===== src/hdl/dbpp_pkg.sv =====
// Package with shared constants and types for the display bus port
// Functional notes
// RULE_01: Preset reset output low while preset held
// RULE_02: Instrument side drives preset low when pressed
// RULE_03: Preset reset follows buffered preset, same polarity
// RULE_04: Segment clear when preset or processor clear
// RULE_05: Segment clear pulses 1 ms every 4 ms
// RULE_06: Segment clear held low during preset
// RULE_07: Select strobe low 300 to 400 ns
// RULE_08: Five address bits decoded with select strobe
// RULE_09: Annunciator write gives one 300 ns strobe
// RULE_10: Display write gives one 300 ns strobe
// RULE_11: Interrupt strobe sets request until acknowledged
// RULE_12: Processor acknowledge pulses low for 700 ns
// RULE_13: Acknowledge low holds request latch cleared
// RULE_14: At most one strobe per access, none idle
package dbpp_pkg;
    localparam int unsigned CLK_HZ = 20_000_000;
    localparam int unsigned CLK_NS = 50;
    localparam int unsigned ADDR_W = 5;
    // Port addresses of the two decoded targets
    localparam logic [4:0] ANNUNCIATOR_ADDR = 5'h00;
    localparam logic [4:0] DISPLAY_ADDR = 5'h02;
    // Strobe and pulse times in ns, cycles derived
    localparam int unsigned STROBE_NS = 300;
    localparam int unsigned STROBE_CYC = STROBE_NS / CLK_NS;
    localparam int unsigned SELECT_NS = 350;
    localparam int unsigned SELECT_CYC = SELECT_NS / CLK_NS;
    localparam int unsigned ACK_NS = 700;
    localparam int unsigned ACK_CYC = ACK_NS / CLK_NS;
    // Clear train timing in us
    localparam int unsigned CLEAR_LOW_US = 1000;
    localparam int unsigned CLEAR_PERIOD_US = 4000;
    localparam int unsigned CLEAR_LOW_CYC = CLEAR_LOW_US * (CLK_HZ / 1_000_000);
    localparam int unsigned CLEAR_PERIOD_CYC =
        CLEAR_PERIOD_US * (CLK_HZ / 1_000_000);
    // Reset values
    localparam logic RST_HIGH = 1'b1;
    typedef enum logic {DBPP_WR_IDLE, DBPP_WR_BUSY} dbpp_wr_t;
endpackage


===== src/hdl/dbpp_if.sv =====
// Interface joining instrument side and display side
`timescale 1ns/1ps
interface dbpp_if;
    logic portSelect_n;
    logic [4:0] portAddr;
    logic instrumentPreset_n;
    modport device (
        input portSelect_n,
        input portAddr,
        input instrumentPreset_n
    );
    modport host (
        output portSelect_n,
        output portAddr,
        output instrumentPreset_n
    );
endinterface


===== src/hdl/dbpp_device.sv =====
// Display side: address decode, service latch and preset logic
`timescale 1ns/1ps
module dbpp_device
    import dbpp_pkg::*;
(
    input wire logic clk,
    input wire logic rst,
    dbpp_if.device bus,
    input wire logic requestAcknowledge_n,
    input wire logic processorClearPort_n,
    output logic presetReset_n,
    output logic segmentLatchClear_n,
    output logic annunciatorLoadStrobe_n,
    output logic interruptStrobe_n,
    output logic serviceRequest_n
);
    // Three-stage synchronisers for single-bit pins from the far side; address bus has two stages
    logic [2:0] selSync_q, presetSync_q, ackSync_q, clrSync_q;
    logic [4:0] addrSync1_q, addrSync2_q;
    logic sel_q, preset_q, ack_q, procClr_q;
    always_ff @(posedge clk or posedge rst) begin
        if (rst) begin
            selSync_q <= 3'h7;
            presetSync_q <= 3'h7;
            ackSync_q <= 3'h7;
            clrSync_q <= 3'h7;
            addrSync1_q <= 5'h00;
            addrSync2_q <= 5'h00;
        end else begin
            selSync_q <= {selSync_q[1:0], bus.portSelect_n};
            presetSync_q <= {presetSync_q[1:0], bus.instrumentPreset_n};
            ackSync_q <= {ackSync_q[1:0], requestAcknowledge_n};
            clrSync_q <= {clrSync_q[1:0], processorClearPort_n};
            addrSync1_q <= bus.portAddr;
            addrSync2_q <= addrSync1_q;
        end
    end

    // Levels change only when stages two and three agree
    always_ff @(posedge clk or posedge rst) begin
        if (rst) begin
            sel_q <= 1'b1;
            preset_q <= 1'b1;
            ack_q <= 1'b1;
            procClr_q <= 1'b1;
        end else begin
            if (selSync_q[2] == selSync_q[1]) sel_q <= selSync_q[2];
            if (presetSync_q[2] == presetSync_q[1])
                preset_q <= presetSync_q[2];
            if (ackSync_q[2] == ackSync_q[1]) ack_q <= ackSync_q[2];
            if (clrSync_q[2] == clrSync_q[1]) procClr_q <= clrSync_q[2];
        end
    end

    // Preset reset mirrors the filtered preset level
    always_ff @(posedge clk or posedge rst) begin
        if (rst) begin
            presetReset_n <= 1'b0;
        end else begin
            presetReset_n <= preset_q; // [RULE_01] [RULE_03]
        end
    end

    // Free-running clear train stands in for processor port when idle
    logic [16:0] trainCnt_q;
    always_ff @(posedge clk or posedge rst) begin
        if (rst) begin
            trainCnt_q <= 17'h0_0000;
        end else if (trainCnt_q == 17'(CLEAR_PERIOD_CYC - 1)) begin
            trainCnt_q <= 17'h0_0000; // [RULE_05]
        end else begin
            trainCnt_q <= trainCnt_q + 17'h0_0001;
        end
    end

    // Clear is low on preset, processor clear, or train low phase
    always_ff @(posedge clk or posedge rst) begin
        if (rst) begin
            segmentLatchClear_n <= 1'b0;
        end else begin
            segmentLatchClear_n <= preset_q && procClr_q // [RULE_04] [RULE_06]
                && (trainCnt_q >= 17'(CLEAR_LOW_CYC)); // [RULE_05]
        end
    end

    // Decode one strobe per select falling edge; address sampled then
    dbpp_wr_t wrState_q;
    logic [3:0] strobeCnt_q;
    logic selPrev_q;
    always_ff @(posedge clk or posedge rst) begin
        if (rst) begin
            selPrev_q <= 1'b1;
        end else begin
            selPrev_q <= sel_q;
        end
    end

    always_ff @(posedge clk or posedge rst) begin
        if (rst) begin
            wrState_q <= DBPP_WR_IDLE;
            strobeCnt_q <= 4'h0;
            annunciatorLoadStrobe_n <= 1'b1;
            interruptStrobe_n <= 1'b1;
        end else begin
            case (wrState_q)
                DBPP_WR_IDLE: begin
                    if (selPrev_q && !sel_q) begin // [RULE_08]
                        strobeCnt_q <= 4'(STROBE_CYC - 1);
                        wrState_q <= DBPP_WR_BUSY;
                        // Only one target can match [RULE_14]
                        if (addrSync2_q == ANNUNCIATOR_ADDR) begin
                            annunciatorLoadStrobe_n <= 1'b0; // [RULE_09]
                        end else if (addrSync2_q == DISPLAY_ADDR) begin
                            interruptStrobe_n <= 1'b0; // [RULE_10]
                        end
                    end
                end
                DBPP_WR_BUSY: begin
                    if (strobeCnt_q == 4'h0) begin
                        annunciatorLoadStrobe_n <= 1'b1;
                        interruptStrobe_n <= 1'b1;
                        wrState_q <= DBPP_WR_IDLE;
                    end else begin
                        strobeCnt_q <= strobeCnt_q - 4'h1;
                    end
                end
                default: wrState_q <= DBPP_WR_IDLE;
            endcase
        end
    end

    // Service latch: acknowledge low dominates and holds it clear
    always_ff @(posedge clk or posedge rst) begin
        if (rst) begin
            serviceRequest_n <= 1'b1;
        end else if (!ack_q) begin
            serviceRequest_n <= 1'b1; // [RULE_13]
        end else if (!interruptStrobe_n) begin
            serviceRequest_n <= 1'b0; // [RULE_11]
        end
    end
endmodule // dbpp_device


===== src/flat_wrapper.sv =====
// flat-port wrapper written by rule: the top's interface ports become plain ports
module dbpp_device_flat import dbpp_pkg::*;
  (clk, rst, requestAcknowledge_n, processorClearPort_n, presetReset_n, segmentLatchClear_n, annunciatorLoadStrobe_n, interruptStrobe_n, serviceRequest_n, bus_portSelect_n, bus_portAddr, bus_instrumentPreset_n);
  dbpp_if bus_i ();
  input wire logic clk;
  input wire logic rst;
  input wire logic requestAcknowledge_n;
  input wire logic processorClearPort_n;
  output logic presetReset_n;
  output logic segmentLatchClear_n;
  output logic annunciatorLoadStrobe_n;
  output logic interruptStrobe_n;
  output logic serviceRequest_n;
  input wire logic [$bits(bus_i.portSelect_n)-1:0] bus_portSelect_n;
  input wire logic [$bits(bus_i.portAddr)-1:0] bus_portAddr;
  input wire logic [$bits(bus_i.instrumentPreset_n)-1:0] bus_instrumentPreset_n;
  assign bus_i.portSelect_n = bus_portSelect_n;
  assign bus_i.portAddr = bus_portAddr;
  assign bus_i.instrumentPreset_n = bus_instrumentPreset_n;
  dbpp_device u_core (.clk(clk), .rst(rst), .bus(bus_i), .requestAcknowledge_n(requestAcknowledge_n), .processorClearPort_n(processorClearPort_n), .presetReset_n(presetReset_n), .segmentLatchClear_n(segmentLatchClear_n), .annunciatorLoadStrobe_n(annunciatorLoadStrobe_n), .interruptStrobe_n(interruptStrobe_n), .serviceRequest_n(serviceRequest_n));
endmodule

===== config.mk =====
export PLATFORM = sky130hd
export DESIGN_NAME = dbpp_device_flat
export DESIGN_NICKNAME = d
export VERILOG_FILES = /design/src/hdl/dbpp_pkg.sv /design/src/hdl/dbpp_if.sv /design/src/hdl/dbpp_device.sv /design/src/flat_wrapper.sv
export SDC_FILE = /design/constraint.sdc
export NUM_CORES = 1
export LEC_CHECK = 0
export ABC_AREA = 1
export BUFFER_PORTS_ARGS = -buffer_cell sky130_fd_sc_hd__clkbuf_2
export CORE_MARGIN = 2
export CORE_UTILIZATION = 25
export DETAILED_ROUTE_END_ITERATION = 8
export SLEW_MARGIN = 30
export SYNTH_ARGS = -nofsm -noshare
export SYNTH_HDL_FRONTEND = slang
export SYNTH_SLANG_ARGS = --single-unit

===== constraint.sdc =====
create_clock -name clk -period 3.16 [get_ports clk]
set_clock_uncertainty 0.15 [all_clocks]
set_input_delay 0.316 -clock clk [delete_from_list [all_inputs] [get_ports clk]]
set_output_delay 0.316 -clock clk [all_outputs]
set_load 0.05 [all_outputs]

After elaboration in Yosys (flattened, before gate mapping)
Cells that the tools add are included.
{"block": "word_totals", "ff_bits": 54, "latchBits": 0, "mem_bits_rw": 0, "romBits": 0, "input_bits": 11, "out_inout_bits": 5, "word_cells": 62, "n_memories": 0}
{"block": "classes", "add_sub_neg": 2, "mul": 0, "div": 0, "magnitude_cmp": 1, "eq_ne": 13, "n_shift": 0, "mux": 17, "bitwise_logic": 1, "n_reduce_logical": 9}
{"operator": "$add A17 B1 Y17 const B", "count": 1}
{"operator": "$eq A17 B17 Y1 const B", "count": 1}
{"operator": "$ge A17 B15 Y1 const B", "count": 1}
{"operator": "$mux W17", "count": 1}
{"operator": "$mux W1", "count": 10}
{"operator": "$mux W4", "count": 2}
{"operator": "$ne A2 B2 Y1 const B", "count": 4}
{"operator": "$pmux W4 S2", "count": 1}
{"operator": "$ne A2 B1 Y1 const B", "count": 3}
{"operator": "$pmux W1 S2", "count": 3}
{"operator": "$eq A5 B2 Y1 const B", "count": 1}
{"operator": "$logic_not A5 Y1", "count": 1}
{"operator": "$eq A1 B1 Y1", "count": 4}
{"operator": "$logic_not A4 Y1", "count": 1}
{"operator": "$reduce_and A4 Y1", "count": 1}
{"operator": "$sub A4 B1 Y4 const B", "count": 1}
{"operator": "$logic_and A1 B1 Y1", "count": 3}
{"operator": "$reduce_and A3 Y1", "count": 1}
{"operator": "$reduce_and A2 Y1", "count": 1}
{"operator": "$logic_not A1 Y1", "count": 1}
{"operator": "$not A1 Y1", "count": 1}

Depth between registers and ports, before layout
{"block": "depth", "depth_word": 5, "depth_mapped": 9, "ltp_nobuf": 9}

Least setup slack after synthesis
Ideal clock, no wire load.
{"block": "synth_timing", "kind": "register -> register", "start": "register u_core.trainCnt_q[0]", "end": "register u_core.trainCnt_q[5]", "t_arrival_ns": 1.178, "required_ns": 2.892, "slack_ns": 1.713, "path_stages_with_launch": 9, "n_path_buf": 0, "synth_period_minus_slack_ns": 1.447, "path_cell_list": "dfrtp_1 > ha_1 > nand2_2 > nor2_2 > nand2_2 > nor2_2 > nand2_2 > inv_2 > nor2_1"}
{"block": "synth_between", "elab_chain_cells": 2, "elab_cells_between_ends": 3}
{"item": "from (decl)", "line": "dbpp_device.sv:65", "source": "logic [16:0] trainCnt_q;"}
{"item": "from (signal assigned)", "line": "dbpp_device.sv:72", "source": "trainCnt_q <= trainCnt_q + 17'h0_0001;"}
{"item": "$add A17 B1 Y17 or $eq A17 B17 Y1 (tied branches)", "line": "dbpp_device.sv:72, dbpp_device.sv:69"}
{"item": "$mux W17 *", "line": "dbpp_device.sv:69", "source": "end else if (trainCnt_q == 17'(CLEAR_PERIOD_CYC - 1)) begin"}
Mark *: on every way between the ends. The rest lies on a longest branch, timed or not.
A chain may end at the register's enable or synchronous reset.

Worst setup path in the final report
{"block": "layout_timing", "start": "register u_core.interruptStrobe_n", "end": "output port interruptStrobe_n"}
{"item": "from (decl)", "line": "dbpp_device.sv:14", "source": "output logic interruptStrobe_n,"}
{"item": "from (signal assigned)", "line": "dbpp_device.sv:103", "source": "interruptStrobe_n <= 1'b1;"}
{"item": "from (signal assigned)", "line": "dbpp_device.sv:114", "source": "interruptStrobe_n <= 1'b0;"}
{"item": "from (signal assigned)", "line": "dbpp_device.sv:121", "source": "interruptStrobe_n <= 1'b1;"}
{"item": "to (decl)", "line": "flat_wrapper.sv:12", "source": "output logic interruptStrobe_n;"}
No word-level cell between the ends.

==> impl_results.md <==
* Slowest CP cell: dfstp_2
* Worst Tran Pin Value at 0.460 ns
* Area fraction of the dominant cell type after synthesis at 39.0%
* Antenna-violating nets left at 0
* Power per cell area at 565 nW/um2
* Cell area after synthesis at 2180 um2
* IO Count at 16
* Area growth, synth to finish at 18.9%
* Final-report hold violation count at 0
* Clock Tree Root: clkbuf_8
* Rel. slew slack at 69.3%
* Post-route minimum period at 1.61 ns
* TNS Setup at 0 ns
* Clock Tree Buf Depth at 2
* Drt wl/cell at 9.31 um
* Area contributors post-synth: dfrtp_1, dfstp_2, nand2_1
* Num CTS Buffers at 5
* Syn. warnings at 0
* Largest net degree at the start of global routing at 41
* Clock Latency Late Sink at 0.31 ns
* Vias at 1,439
* Resized cells post-CTS at 0
* First-pass DRT Iterations at 4
* Routed vias/inst at 3.95
* HPWL after DPL at 2520 um
* Residual DRC at 0
* Post-route design area at 2590 um2
* Critical path type: reg2out
* Flops & latches, synth at 54
* Syn Area/Cell at 9.82 um2
* Setup violations, final at 0
* Fmax at 0.621 GHz
* Clk sink count at 54
* Main synth FF type: dfrtp_1
* Status: finished, final reports clean
* Leakage power at 0.00122 uW
* DIE WIDTH at 97.4 um
* Max-slew violations at 0
* Startpoint Class: register
* Core box area at 8590 um2
* Top cells by count, synth: nand2_1, dfrtp_1, nor2_1
* Crit path required time at 2.69 ns
* 1st-iter DRT viols at 42
* Peak VDD IR at 0.000203 V
* Crit end category: output port
* Die ar. at 9480 um2
* Post-Syn Nets at 237
* Row cnt at 34
* Gate Count Post-Synth at 222
* Cts hold-fix bufs at 10
* Via count of the first global-routing pass at 1,367
* RSZ-0062 raised after global routing: no
* CTS tree: built
* Seq/Total Area, Yosys at 63.1%
* Initial Utilization at 25.4%
* Cell family with most CP delay: flip-flops
* MaxCap Viol Count at 0
* Final worst path period share at 51.0%
* Yosys top cell by area: dfrtp_1
* WL final at 3390 um
* Max stage delay on crit path at 0.56 ns
* WP buf/inv at 1
* HP Class: reg2reg
* First-pass GRT wire length at 5950 um
* Most common cell in the netlist: nand2_1
* CTS H-tree lvls at 2
* CP Data Arrival Time at 1.14 ns
* Crit path max fanout at 3
* Reg clk slew, reported paths at 0.10 ns
* DIE HEIGHT at 97.4 um
* Tot GR Track Use at 7.83%
* Post-CTS Setup Bufs at 0
* Post-synth EDFFs at 0
* Total grt overflow at 0
* Share of post-route cells with drive strength above 1 at 22.3%
* N_diodes at 0
* Post-layout nets at 270
* Synth cell types at 21
* Placed Area at 2400 um2
* PortBufs at 15
* Initial antenna violation count at 0
* Gpl congestion at 0.740
* Async set-or-reset flop fraction in the synthesized netlist at 100%
* Crit path cell chain: clkbuf_2
## cell type report
| type | count | area, um2 |
|---|---|---|
| clock inverters | 3 | 26.3 |
| fillers | 888 | 6000 |
| clock buffers | 5 | 68.8 |
| inverters | 35 | 131 |
| flip-flops and latches | 54 | 1380 |
| multi-input cells | 133 | 672 |
| well taps | 108 | 135 |
| repair buffers | 26 | 183 |
## cell families after synthesis
group,share of synthesized area (%)
and+or+nand+nor,21.5
DFF,63.1
buffers and inverters,6.03
AOI/OAI and AO/OA,2.01
xor gates and xnor gates,3.21
adders and majority gates,4.13
## per-layer routing
metal	global-route usage, %	part of all wire [%]
met5	0	0
met4	4.81	3.2
met3	1.80	3.2
met2	12.4	46
met1	9.67	48
## stage by stage
stage	hold WS (ns)	utilization [%]	total power [uW]	setup slack [ns]	instances
floorplan	0.170	-	1020	1.41	222
global placement	0.139	27.9	1070	1.62	346
detailed placement	0.135	27.9	1080	1.56	346
CTS	0.213	30.2	1490	1.53	364
global route	0.216	30.2	1550	1.43	364
finish	0.209	30.2	1470	1.55	364
## where the power goes
part | switching (uW) | internal, uW | total (uW)
clock network | 231 | 163 | 394
logic | 174 | 79.1 | 253
registers | 37.2 | 782 | 819
## cell usage in the layout, fill, tap and decap left out, types with 4 or more instances in the layout
cell type,count
a21oi_1,4
clkbuf_2,15
clkbuf_8,5
dfrtp_1,34
dfstp_2,20
dlygate4sd3_1,10
ha_1,4
inv_1,32
maj3_1,4
nand2_1,44
nand2_2,4
nand3_1,15
nor2_1,34
nor2_2,5
xor2_1,5
## sequential cells by signal (all words and copies together), names as in the netlist, 3 cells and up
name                 flops
u_core.ackSync_q         3
u_core.addrSync2_q       5
u_core.clrSync_q         3
u_core.addrSync1_q       5
u_core.presetSync_q      3
u_core.selSync_q         3
u_core.strobeCnt_q       4
u_core.trainCnt_q       17
## final timing paths
check | depth (start not counted) | endpoint | start | slack, ns
setup / recovery | 1 | interruptStrobe_n | u_core.interruptStrobe_n | 1.55
setup reg to reg | 8 | u_core.trainCnt_q[7] | u_core.trainCnt_q[0] | 1.56
hold reg to reg | 0 | u_core.addrSync2_q[0] | u_core.addrSync1_q[0] | 0.21
max in group asynchronous | 4 | u_core.serviceRequest_n | rst | 1.71
hold / removal | 0 | u_core.addrSync2_q[0] | u_core.addrSync1_q[0] | 0.21
min in group asynchronous | 3 | u_core.presetReset_n | rst | 0.35
No activity file was read; power rests on OpenSTA's default activity.
